$ cat src/gcr_pkg.sv
// Overview of operation
// - All eight index bits select a register; upper bits never alias.
// - Unimplemented indices and bits ignore writes and read back zero.
// - Host writes index port first, then data port reaches indexed register.
// - Port accesses are ignored unless configuration mode is active.
// - Bit 0 of control register triggers soft reset and self-clears.
// - Logical device select picks the bank for indices 0x30 and above.
// - Identification register is read-only with a fixed code.
// - Revision register is read-only with a fixed code.
// - Power enable bits 0,3,4,5 switch floppy, parallel, serial functions.
// - Power management holds bits 0,3,4,5; bits 6 and 7 read zero.
// - Oscillator bit 1 stops the PLL when set.
// - Oscillator code 11 in bits 3:2 stops oscillator and baud clock.
// - Oscillator register resets to 0x04 on hard reset.
// - Base byte 0 holds address bits 7:1, bit 0 zero; byte 1 bits 15:8.
// - Default base is 3F0 with strap low, 370 with strap high.
// - Ports move to new base as soon as byte 1 is written.
// - Configuration base is always even.
// - Base returns to default only on hard reset, never soft reset.
// - Indices 0x30 and above are banked by logical device select.
package gcr_pkg;
	// ****************************************
	// Register indices
	// ****************************************
	localparam logic [7:0] IDX_CONFIG_CONTROL    = 8'h02;
	localparam logic [7:0] IDX_INDEX_ADDRESS     = 8'h03;
	localparam logic [7:0] IDX_LOGICAL_DEV_SEL   = 8'h07;
	localparam logic [7:0] IDX_DEVICE_IDENTIFICATION         = 8'h20;
	localparam logic [7:0] IDX_DEVICE_REV        = 8'h21;
	localparam logic [7:0] IDX_POWER_ENABLE      = 8'h22;
	localparam logic [7:0] IDX_POWER_MGMT        = 8'h23;
	localparam logic [7:0] IDX_OSC_CONTROL       = 8'h24;
	localparam logic [7:0] IDX_BASE_LOW          = 8'h26;
	localparam logic [7:0] IDX_BASE_HIGH         = 8'h27;
	localparam logic [7:0] IDX_TEST_D            = 8'h2b;
	localparam logic [7:0] IDX_TEST_E            = 8'h2c;
	localparam logic [7:0] IDX_TEST_A            = 8'h2d;
	localparam logic [7:0] IDX_TEST_B            = 8'h2e;
	localparam logic [7:0] IDX_TEST_C            = 8'h2f;
	localparam logic [7:0] IDX_BANK_FIRST        = 8'h30;
	// ****************************************
	// Field positions and masks
	// ****************************************
	localparam int         SOFT_RESET_BIT        = 0;
	localparam logic [7:0] POWER_MASK            = 8'h39;
	localparam int         PWR_FLOPPY_BIT        = 0;
	localparam int         PWR_PARALLEL_BIT      = 3;
	localparam int         PWR_SERIAL1_BIT       = 4;
	localparam int         PWR_SERIAL2_BIT       = 5;
	localparam logic [7:0] OSC_MASK              = 8'h8e;
	localparam int         OSC_PLL_OFF_BIT       = 1;
	localparam int         OSC_CODE_LSB          = 2;
	localparam logic [1:0] OSC_CODE_STOP         = 2'h3;
	localparam int         OSC_IRQ_POL_BIT       = 7;
	localparam logic [7:0] BASE_LOW_MASK         = 8'hfe;
	// ****************************************
	// Reset values
	// ****************************************
	localparam logic [7:0] RST_INDEX_ADDRESS     = 8'h03;
	localparam logic [7:0] RST_LOGICAL_DEV       = 8'h00;
	localparam logic [7:0] RST_POWER             = 8'h00;
	localparam logic [7:0] RST_OSC               = 8'h04;
	localparam logic [7:0] RST_BASE_LOW_STRAP0   = 8'hf0;
	localparam logic [7:0] RST_BASE_LOW_STRAP1   = 8'h70;
	localparam logic [7:0] RST_BASE_HIGH         = 8'h03;
	localparam logic [7:0] RST_TEST              = 8'h00;
	localparam logic [7:0] READ_ZERO             = 8'h00;

	// Host port strobe group
	typedef struct packed {
		logic [15:0] addr;
		logic [7:0]  wdata;
		logic        wr;
		logic        rd;
	} gcr_host_req_t;

	// Decoded control outputs
	typedef struct packed {
		logic [3:0] power_enable;
		logic [3:0] power_mgmt;
		logic       pll_run;
		logic       osc_run;
		logic       baud_generator_clock_run;
		logic       rtc_interrupt_line_active_low;
	} gcr_ctrl_t;
endpackage : gcr_pkg

$ cat src/gcr_global_regs.sv
`timescale 1ns/100ps
module gcr_global_regs #(
	parameter logic [7:0] DEVICE_IDENTIFICATION_CODE  = 8'h5a, // Arbitrary value
	parameter logic [7:0] DEVICE_REV_CODE = 8'h01  // Arbitrary value
) (
	input  wire logic                   clk_sys_i,
	input  wire logic                   reset_n_i,
	input  wire logic                   config_mode_i,
	input  wire logic                   strap_base_i,
	input  wire gcr_pkg::gcr_host_req_t host_req_i,
	output logic [7:0]                  host_rdata_o,
	output logic                        host_rvalid_o,
	output logic [7:0]                  ldev_select_o,
	output logic [7:0]                  bank_index_o,
	output logic [7:0]                  bank_wdata_o,
	output logic                        bank_wr_o,
	output logic                        bank_rd_o,
	input  wire logic [7:0]             bank_rdata_i,
	output logic                        soft_reset_o,
	output logic [15:0]                 config_base_o,
	output gcr_pkg::gcr_ctrl_t          ctrl_o
);
	logic [7:0]  index_r;
	logic [7:0]  ldev_r;
	logic [7:0]  pwr_en_r;
	logic [7:0]  pwr_mgmt_r;
	logic [7:0]  osc_r;
	logic [7:0]  base_lo_r;
	logic [7:0]  base_hi_r;
	logic [15:0] base_act_r;
	logic [7:0]  test_r [5];
	logic        soft_rst_r;
	logic        strap_done_r;
	logic [7:0]  rdata_r;
	logic        rvalid_r;
	logic [7:0]  bwdata_r;
	logic [7:0]  bidx_r;
	logic        bwr_r;
	logic        brd_r;
	logic        sel_index;
	logic        sel_data;
	logic        data_wr;
	logic        data_rd;
	logic [7:0]  rd_mux;

	// ****************************************
	// Port decode
	// ****************************************
	// Index at base, data at base plus one, only in configuration mode
	assign sel_index = config_mode_i && (host_req_i.addr == config_base_o);
	assign sel_data  = config_mode_i && (host_req_i.addr == (config_base_o + 16'h0001));
	assign data_wr   = sel_data && host_req_i.wr;
	assign data_rd   = sel_data && host_req_i.rd;

	// Test register slot from index
	function automatic logic [2:0] test_slot(input logic [7:0] idx);
		test_slot = 3'(idx - gcr_pkg::IDX_TEST_D);
	endfunction : test_slot

	function automatic logic is_test(input logic [7:0] idx);
		is_test = (idx >= gcr_pkg::IDX_TEST_D) && (idx <= gcr_pkg::IDX_TEST_C);
	endfunction : is_test

	// Index register, full eight bits kept
	always_ff @(posedge clk_sys_i or negedge reset_n_i) begin
		if (!reset_n_i) begin
			index_r <= gcr_pkg::RST_INDEX_ADDRESS;
		end else if (sel_index && host_req_i.wr) begin
			index_r <= host_req_i.wdata;
		end
	end

	// Self-clearing soft reset pulse
	always_ff @(posedge clk_sys_i or negedge reset_n_i) begin
		if (!reset_n_i) begin
			soft_rst_r <= 1'b0;
		end else begin
			soft_rst_r <= data_wr && (index_r == gcr_pkg::IDX_CONFIG_CONTROL)
			              && host_req_i.wdata[gcr_pkg::SOFT_RESET_BIT];
		end
	end

	// ****************************************
	// Global registers cleared by soft reset, apart from the index, base and test registers
	// ****************************************
	always_ff @(posedge clk_sys_i or negedge reset_n_i) begin
		if (!reset_n_i) begin
			ldev_r     <= gcr_pkg::RST_LOGICAL_DEV;
			pwr_en_r   <= gcr_pkg::RST_POWER;
			pwr_mgmt_r <= gcr_pkg::RST_POWER;
			osc_r      <= gcr_pkg::RST_OSC;
		end else if (soft_rst_r) begin
			ldev_r     <= gcr_pkg::RST_LOGICAL_DEV;
			pwr_en_r   <= gcr_pkg::RST_POWER;
			pwr_mgmt_r <= gcr_pkg::RST_POWER;
			osc_r      <= gcr_pkg::RST_OSC;
		end else if (data_wr) begin
			if (index_r == gcr_pkg::IDX_LOGICAL_DEV_SEL) begin
				ldev_r <= host_req_i.wdata;
			end else if (index_r == gcr_pkg::IDX_POWER_ENABLE) begin
				pwr_en_r <= host_req_i.wdata & gcr_pkg::POWER_MASK;
			end else if (index_r == gcr_pkg::IDX_POWER_MGMT) begin
				pwr_mgmt_r <= host_req_i.wdata & gcr_pkg::POWER_MASK;
			end else if (index_r == gcr_pkg::IDX_OSC_CONTROL) begin
				osc_r <= host_req_i.wdata & gcr_pkg::OSC_MASK;
			end
		end
	end

	// Test registers, kept for read-back only
	always_ff @(posedge clk_sys_i or negedge reset_n_i) begin
		if (!reset_n_i) begin
			for (int i = 0; i < 5; i++) begin
				test_r[i] <= gcr_pkg::RST_TEST;
			end
		end else if (data_wr && is_test(index_r)) begin
			test_r[test_slot(index_r)] <= host_req_i.wdata;
		end
	end

	// ****************************************
	// Relocatable configuration base
	// ****************************************
	// Strap caught after reset release; soft reset leaves base alone
	// Byte 0 only stages the low half; the live base moves on the byte 1 write
	always_ff @(posedge clk_sys_i or negedge reset_n_i) begin
		if (!reset_n_i) begin
			strap_done_r <= 1'b0;
			base_lo_r    <= gcr_pkg::RST_BASE_LOW_STRAP0;
			base_hi_r    <= gcr_pkg::RST_BASE_HIGH;
			base_act_r   <= {gcr_pkg::RST_BASE_HIGH, gcr_pkg::RST_BASE_LOW_STRAP0};
		end else if (!strap_done_r) begin
			strap_done_r <= 1'b1;
			base_lo_r    <= strap_base_i ? gcr_pkg::RST_BASE_LOW_STRAP1
			                             : gcr_pkg::RST_BASE_LOW_STRAP0;
			base_act_r   <= {gcr_pkg::RST_BASE_HIGH, strap_base_i ? gcr_pkg::RST_BASE_LOW_STRAP1
			                                                      : gcr_pkg::RST_BASE_LOW_STRAP0};
		end else if (data_wr && (index_r == gcr_pkg::IDX_BASE_LOW)) begin
			base_lo_r <= host_req_i.wdata & gcr_pkg::BASE_LOW_MASK;
		end else if (data_wr && (index_r == gcr_pkg::IDX_BASE_HIGH)) begin
			base_hi_r  <= host_req_i.wdata;
			base_act_r <= {host_req_i.wdata, base_lo_r};
		end
	end

	// Ports follow the base at once after the byte 1 write
	assign config_base_o = base_act_r;

	// ****************************************
	// Read path
	// ****************************************
	always_comb begin
		rd_mux = gcr_pkg::READ_ZERO;
		if (index_r == gcr_pkg::IDX_INDEX_ADDRESS) begin
			rd_mux = index_r;
		end else if (index_r == gcr_pkg::IDX_LOGICAL_DEV_SEL) begin
			rd_mux = ldev_r;
		end else if (index_r == gcr_pkg::IDX_DEVICE_IDENTIFICATION) begin
			rd_mux = DEVICE_IDENTIFICATION_CODE;
		end else if (index_r == gcr_pkg::IDX_DEVICE_REV) begin
			rd_mux = DEVICE_REV_CODE;
		end else if (index_r == gcr_pkg::IDX_POWER_ENABLE) begin
			rd_mux = pwr_en_r;
		end else if (index_r == gcr_pkg::IDX_POWER_MGMT) begin
			rd_mux = pwr_mgmt_r;
		end else if (index_r == gcr_pkg::IDX_OSC_CONTROL) begin
			rd_mux = osc_r;
		end else if (index_r == gcr_pkg::IDX_BASE_LOW) begin
			rd_mux = base_lo_r;
		end else if (index_r == gcr_pkg::IDX_BASE_HIGH) begin
			rd_mux = base_hi_r;
		end else if (is_test(index_r)) begin
			rd_mux = test_r[test_slot(index_r)];
		end else if (index_r >= gcr_pkg::IDX_BANK_FIRST) begin
			rd_mux = bank_rdata_i;
		end
	end

	// Registered read data, one cycle after the strobe
	always_ff @(posedge clk_sys_i or negedge reset_n_i) begin
		if (!reset_n_i) begin
			rdata_r  <= gcr_pkg::READ_ZERO;
			rvalid_r <= 1'b0;
		end else begin
			rvalid_r <= (sel_index || sel_data) && host_req_i.rd;
			if (sel_index && host_req_i.rd) begin
				rdata_r <= index_r;
			end else if (data_rd) begin
				rdata_r <= rd_mux;
			end
		end
	end

	// ****************************************
	// Banked register forwarding
	// ****************************************
	always_ff @(posedge clk_sys_i or negedge reset_n_i) begin
		if (!reset_n_i) begin
			bidx_r   <= gcr_pkg::READ_ZERO;
			bwdata_r <= gcr_pkg::READ_ZERO;
			bwr_r    <= 1'b0;
			brd_r    <= 1'b0;
		end else begin
			bidx_r   <= index_r;
			bwdata_r <= host_req_i.wdata;
			bwr_r    <= data_wr && (index_r >= gcr_pkg::IDX_BANK_FIRST);
			brd_r    <= data_rd && (index_r >= gcr_pkg::IDX_BANK_FIRST);
		end
	end

	assign host_rdata_o  = rdata_r;
	assign host_rvalid_o = rvalid_r;
	assign ldev_select_o = ldev_r;
	assign bank_index_o  = bidx_r;
	assign bank_wdata_o  = bwdata_r;
	assign bank_wr_o     = bwr_r;
	assign bank_rd_o     = brd_r;
	assign soft_reset_o  = soft_rst_r;

	// ****************************************
	// Decoded controls
	// ****************************************
	always_comb begin
		ctrl_o.power_enable = {pwr_en_r[gcr_pkg::PWR_SERIAL2_BIT], pwr_en_r[gcr_pkg::PWR_SERIAL1_BIT],
		                       pwr_en_r[gcr_pkg::PWR_PARALLEL_BIT], pwr_en_r[gcr_pkg::PWR_FLOPPY_BIT]};
		ctrl_o.power_mgmt   = {pwr_mgmt_r[gcr_pkg::PWR_SERIAL2_BIT], pwr_mgmt_r[gcr_pkg::PWR_SERIAL1_BIT],
		                       pwr_mgmt_r[gcr_pkg::PWR_PARALLEL_BIT], pwr_mgmt_r[gcr_pkg::PWR_FLOPPY_BIT]};
		ctrl_o.pll_run      = !osc_r[gcr_pkg::OSC_PLL_OFF_BIT];
		ctrl_o.osc_run      = osc_r[gcr_pkg::OSC_CODE_LSB +: 2] != gcr_pkg::OSC_CODE_STOP;
		ctrl_o.baud_generator_clock_run = osc_r[gcr_pkg::OSC_CODE_LSB +: 2] != gcr_pkg::OSC_CODE_STOP;
		ctrl_o.rtc_interrupt_line_active_low = osc_r[gcr_pkg::OSC_IRQ_POL_BIT];
	end
endmodule : gcr_global_regs

$ cat config.mk
export PLATFORM = sky130hd
export DESIGN_NAME = gcr_global_regs
export DESIGN_NICKNAME = d
export VERILOG_FILES = /design/src/gcr_pkg.sv /design/src/gcr_global_regs.sv
export SDC_FILE = /design/constraint.sdc
export NUM_CORES = 1
export LEC_CHECK = 0
export ABC_AREA = 1
export BUFFER_PORTS_ARGS = -buffer_cell sky130_fd_sc_hd__buf_2
export CORE_MARGIN = 2
export CORE_UTILIZATION = 35
export CTS_CLUSTER_SIZE = 28
export DETAILED_ROUTE_END_ITERATION = 12
export GPL_TIMING_DRIVEN = 0
export HOLD_SLACK_MARGIN = 0.12
export PLACE_DENSITY = 0.64
export SETUP_SLACK_MARGIN = 0.4
export SLEW_MARGIN = 25
export SYNTH_ARGS = -nofsm -noshare
export SYNTH_HDL_FRONTEND = slang
export SYNTH_SLANG_ARGS = --single-unit
$ cat constraint.sdc
create_clock -name clk_sys_i -period 2.33 [get_ports clk_sys_i]
set_clock_uncertainty 0.05 [all_clocks]
set_input_delay 0.233 -clock clk_sys_i [delete_from_list [all_inputs] [get_ports clk_sys_i]]
set_output_delay 0.233 -clock clk_sys_i [all_outputs]
set_load 0.05 [all_outputs]
==> results.tsv, run 1 <==
metric	value	unit
finalCritPeriodShare	103	%
worstMarginPinSlew	0.909	ns
port_buffers	100	
layoutNonFillerInstCount	1263	
antenna_found_initial	0	
dp_hpwl	14300	um
drt-initial-drc-count	666	
die_width	140	um
clock-sinks	127	
clk_latency	0.44	ns
track_usage	21.9	%
rsz0062_at_grt	true	
violations	negative setup slack	
critPathCapture	host_rdata_o[2]	
clkTransAtPathRegs	0.06	ns
setup_tns	-0.211	ns
critPathLaunchType	register	
synth.distinct_cells	37	
r2r_slack	-0.07	ns
numCtsBuffers	17	
drive_gt1_share	45.1	%
fmax	0.416	GHz
setup_viol	5	
dr.pass1.iters	5	
ys_seq_area_share	49.7	%
synth_edf_count	0	
drc	0	
rows	49	
crit_arrival	2.67	ns
die_y	140	um
synth_cells	812	
final_antenna_net_count	0	
crit_type	reg2reg	
startpoint	index_r[0]	
total_power	5220	uW
fin_hold_ws	0.174	ns
cp_data_required_time	2.60	ns
crit_path_end_kind	register	
grt_max_degree	69	
slew_headroom	39.0	%
maxSlewViolCount	0	
routedWlPerCell	17.5	um
r2r_end	host_rdata_o[2]	
fill_cells	1558	
cts_max_level	4	
hold_path_class	in2reg	
status	complete, but fails checks	
syn_to_final_growth	52.8	%
fin_ws	-0.0731	ns
yosysWarningCount	0	
globalplace.congestion	0.930	
routed_via_density	5.08	
start_util	35.8	%
placedCellCount	1142	
hold_viol	0	
leakage	0.00472	uW
cts_tree	built	
cellPowerDensity	532	nW/um2
drt_wl_total	22200	um
nets	1064	
r2r-start	index_r[0]	
fin_crit	2.40	ns
min_from	host_req_i[10]	
synth-seq-cells	127	
grt_pass1_wl	32700	um
yosys_most_used_dff	dfrtp_1	
clock-root-buffer	clkbuf_16	
grt_pass1_vias	6061	
max-cap-violations	0	
coreArea	18000	um2
die_area	19500	um2
cts_buffer_depth	2	
grt_overflow_total	0	
top_level_ports	102	
async_reset_ff_share	100	%
synth.avg_cell_area	7.92	um2
netlist_area	6430	um2
via_count	6410	
syn_nets	854	
ff2ff_path_depth	15	
n_antenna_cell	0	
crit_fanout	3	
pre_cts_slack	-0.322	ns
ir_drop	0.000532	V
[sequential cells by signal, summed over array words and instances, names as in the netlist, 4 cells and up]
name	count
pwr_en_r	4
config_base_o	15
host_rdata_o	8
ldev_select_o	8
test_r	40
osc_r	4
bank_index_o	8
base_hi_r	8
pwr_mgmt_r	4
base_lo_r	7
bank_wdata_o	8
index_r	8
[worst min path at each step]
stage	endpoint	depth (start not counted)
6_report	bank_rd_o	3
5_1_grt	bank_rd_o	3
4_1_cts	bank_rd_o	3
3_5_place_dp	test_r[7]	1
3_3_place_gp	bank_index_o[7]	0
2_1_floorplan	bank_index_o[0]	0
[layout make-up]
type	instances	area, um2	area share, %
multi-input combinational	561	3630	36.9
timing repair buffer	189	1470	14.9
buffer	23	253	2.57
inverter	103	405	4.13
tap	229	287	2.92
clock buffer	25	505	5.15
clock inverter	6	80.1	0.815
sequential	127	3200	32.6
[power breakdown]
group	switching (uW)	internal [uW]	total, uW
logic	228	87.2	316
registers	8.78	2220	2230
clock network	973	1700	2670
[synthesized netlist by cell type, types with 4 or more instances]
master    instances  area, um2
a21oi_1          28        140
buf_2             7       35.0
buf_6             5       56.3
clkbuf_1          6       22.5
dfrtp_1         112       2800
dfstp_2          15        394
ha_1              4       50.1
inv_1           100        375
nand2_1         211        792
nand2_2           7       43.8
nand2_4           5       56.3
nand3_1          60        300
nand4_1           5       31.3
nor2_1           92        345
nor2_2            8       50.1
nor3_1           10       50.1
o21ai_0          45        225
o21ai_1          31        155
o21ai_2          20        175
xor2_1            8       70.1
[layer usage]
layer | vias to the layer above | share of wire, % | GRT usage [%]
li1 | 3020 | - | -
met1 | 3052 | 42 | 28.9
met2 | 276 | 48 | 34.8
met3 | 62 | 6.0 | 5.09
met4 | 0 | 3.9 | 8.98
met5 | - | 0 | 0
[through the flow]
stage,area (um2),util (%)
3_5_place_dp,7470,41.6
3_3_place_gp,7440,41.4
6_report,9820,54.7
4_1_cts,8740,48.6
2_1_floorplan,6650,-
5_1_grt,9820,54.7
[kinds of logic after synthesis]
family	count (synthesis)	synth area share [%]
AO/OA/AOI/OAI	131	11.6
adder cells (fa/ha/maj)	4	0.779
flip-flops	127	49.7
XOR/XNOR	11	1.62
buffers and inverters	126	8.25
AND/OR/NAND/NOR	411	27.9
other	2	0.117
[critical path: stages (launching register included)]
cell and delay (ns):
dfstp_2 0.59, inv_4 0.06, clkbuf_16 0.15, buf_4 0.14, ha_4 0.16, inv_2 0.05, nor2_1 0.04, nand2_2 0.09
buf_6 0.12, inv_1 0.13, a211oi_1 0.25, o21ai_2 0.11, nand2_1 0.11, nand3_1 0.10, nand2_1 0.08, nand2_1 0.05
[repair_timing]
| item | CTS | global route |
|---|---|---|
| buffers inserted | 30 | 39 |
| hold endpoints to repair | 98 | 0 |
| pin swaps | 32 | 61 |
| gates cloned | 2 | 8 |
| gates resized for setup | 85 | 173 |
| setup endpoints to repair | 100 | 106 |
| hold buffers | 11 | 0 |
[cell usage in the layout (no fill, tap or decap), types with 9 or more instances in the layout]
| cell type | count |
|---|---|
| a21oi_1 | 9 |
| a21oi_2 | 19 |
| buf_2 | 99 |
| buf_4 | 45 |
| buf_6 | 32 |
| clkbuf_16 | 23 |
| dfrtp_1 | 110 |
| dfstp_2 | 15 |
| dlygate4sd3_1 | 11 |
| inv_1 | 86 |
| inv_2 | 11 |
| nand2_1 | 168 |
| nand2_2 | 35 |
| nand2_4 | 15 |
| nand3_1 | 26 |
| nand3_2 | 29 |
| nor2_1 | 70 |
| nor2_2 | 11 |
| nor2_4 | 22 |
| o21ai_0 | 12 |
| o21ai_1 | 37 |
| o21ai_2 | 47 |
(Power assumes the default switching activity.)
==> run 2, diff against run 1 <==
--- a/config.mk
+++ b/config.mk
@@ -12,8 +12,8 @@
 export CTS_CLUSTER_SIZE = 28
 export DETAILED_ROUTE_END_ITERATION = 12
 export GPL_TIMING_DRIVEN = 0
-export HOLD_SLACK_MARGIN = 0.12
 export PLACE_DENSITY = 0.64
+export REMOVE_ABC_BUFFERS = 1
 export SETUP_SLACK_MARGIN = 0.4
 export SLEW_MARGIN = 25
 export SYNTH_ARGS = -nofsm -noshare
==> results.tsv, run 2 (same netlist as run 1, synthesis figures left out) <==
metric	value	unit	change
fin_hold_ws	0.0412	ns	-0.132 ns
worstMarginPinSlew	0.892	ns	-0.0167 ns
grt_pass1_vias	5867		-3.2%
globalplace.congestion	0.919		-1.1%
slew_headroom	40.5	%	+1.5 points
die_width	140	um	unchanged
cp_data_required_time	2.64	ns	+0.04 ns
mostFrequentLayoutCell	nand2_1		
rsz0062_at_grt	true		
violations	negative setup slack		
clock-root-buffer	clkbuf_16		
syn_to_final_growth	46.1	%	
critPathLaunchType	register		
fmax	0.404	GHz	-3.0%
slowest_delay	0.66	ns	+0.07 ns
layout_common_cells	168 x nand2_1, 111 x dfrtp_1, 99 x buf_2		
coreArea	18000	um2	unchanged
cellPowerDensity	539	nW/um2	+1.4%
finalCritPeriodShare	106	%	+3.1 points
r2r-start	index_r[0]		
routed_via_density	5.11		+0.78%
slowest_stage	dfstp_4		
hold_path_class	in2reg		
antenna_found_initial	0		unchanged
crit_path_end_kind	register		
port_buffers	100		unchanged
drt_wl_total	22100	um	-0.34%
critPathBufInv	1		-5
rows	49		unchanged
fin_crit	2.48	ns	+0.0734 ns
min_from	host_req_i[3]		
hold_path_depth	1		-2
grt_pass1_wl	32000	um	-2.1%
largest_register_ffs	40		unchanged
finalCoreUtilization	52.3	%	-2.4 points
cp_cell_sequence	clkinvlp_4 > ha_4 > nor2_4 > nand2_1 > a21oi_2 > nand3_1 > o21ai_2 > nand2_1 > nand2_1 > nand2_1 > nand2_1 > nand2_1 > nand2_1		
fill_cells	1587		+1.9%
clock-sinks	127		unchanged
crit_top_cell	nand2_1		
r2r_end	host_rdata_o[0]		
dr.pass1.iters	5		unchanged
clkTransAtPathRegs	0.06	ns	about the same
fin_ws	-0.146	ns	-0.0734 ns
drc	0		unchanged
drive_gt1_share	42.2	%	-2.9 points
clk_latency	0.43	ns	about the same
cp_top_family	simple AND/OR/NAND/NOR gates		
via_count	6286		-1.9%
ff2ff_path_depth	13		-2
crit_arrival	2.79	ns	+0.12 ns
cts_buffer_depth	2		unchanged
hold_path_end	bank_wdata_o[1]		
drt-initial-drc-count	548		-18%
setup_viol	7		+2
crit_fanout	7		+4
routedWlPerCell	18.0	um	+2.4%
regMostFlops	test_r		
track_usage	21.4	%	-0.49 points
leakage	0.00446	uW	-5.5%
ir_drop	0.000473	V	-11%
maxSlewViolCount	0		unchanged
cts_tree	built		
grt_max_degree	69		unchanged
status	complete, but fails checks		
nets	1030		-3.2%
max-cap-violations	0		unchanged
dp_hpwl	13400	um	-6.2%
numCtsBuffers	17		unchanged
n_antenna_cell	0		unchanged
crit_type	reg2reg		
r2r_slack	-0.15	ns	-0.07 ns
top_level_ports	102		unchanged
die_area	19500	um2	unchanged
die_y	140	um	unchanged
final_antenna_net_count	0		unchanged
start_util	35.8	%	unchanged
cts_max_level	4		unchanged
grt_overflow_total	0		unchanged
hold_viol	0		unchanged
-- run 2: report_power, final --
part | leakage (uW) | internal, uW | switching [uW]
Combinational | 0.00261 | 88.5 | 225
Clock | 0.000265 | 1510 | 999
Sequential | 0.00159 | 2220 | 18.5
-- run 2: area by class of cell --
cell class / instances / area (um2) / area share, %
multi-input combinational: 567 / 3690 / 39.3
timing repair buffer: 172 / 1240 / 13.2
sequential: 127 / 3200 / 34.1
inverter: 103 / 428 / 4.56
tap: 229 / 287 / 3.05
clock buffer: 21 / 460 / 4.90
clock inverter: 10 / 90.1 / 0.959
-- run 2: worst register-to-register path, delay by kind of cell, from the launching register on --
family,cells,cell delay [ns]
simple gates,9,0.91
compound gates,2,0.34
fa+ha+maj,1,0.29
flops,1,0.66
buf+inv,1,0.18
-- run 2: stage by stage --
step / cell area, um2 / setup TNS (ns) / setup WS (ns) / total power (uW) / std cells
floorplan: 6280 / -3.69 / -0.262 / 2380 / 789
global placement: 7070 / -144.96 / -1.22 / 2520 / 1118
detailed placement: 7110 / -59.60 / -1.21 / 2530 / 1119
CTS: 8640 / -0.117 / -0.0523 / 5050 / 1194
global route: 9390 / -1.77 / -0.255 / 5190 / 1229
finish: 9390 / -0.725 / -0.146 / 5060 / 1229
-- run 2: worst max path at each step --
stage,cells after the start,end,from
floorplan,14,host_rdata_o[0],index_r[0]
global placement,14,host_rdata_o[0],index_r[0]
detailed placement,14,host_rdata_o[0],index_r[0]
CTS,15,host_rdata_o[4],index_r[0]
global route,14,host_rdata_o[3],index_r[0]
finish,13,host_rdata_o[0],index_r[0]
-- run 2: repair_timing --
item / in CTS / in global routing
cloned: 6 / 3
pin swaps: 36 / 32
setup buffers: 30 / 32
endpoints found under the hold margin: 59 / 0
endpoints found under the setup margin: 107 / 106
gates resized for setup: 168 / 118
hold buffers: 8 / 0
-- run 2: routing by layer --
layer | wire length, um | vias to the layer above | track usage, % | part of all wire (%)
li1 | - | 2969 | - | -
met3 | 1470 | 46 | 4.37 | 6.7
met1 | 9200 | 3016 | 27.5 | 42
met4 | 637 | 0 | 8.56 | 2.9
met5 | 0 | - | 0 | 0
met2 | 10800 | 255 | 35.4 | 49
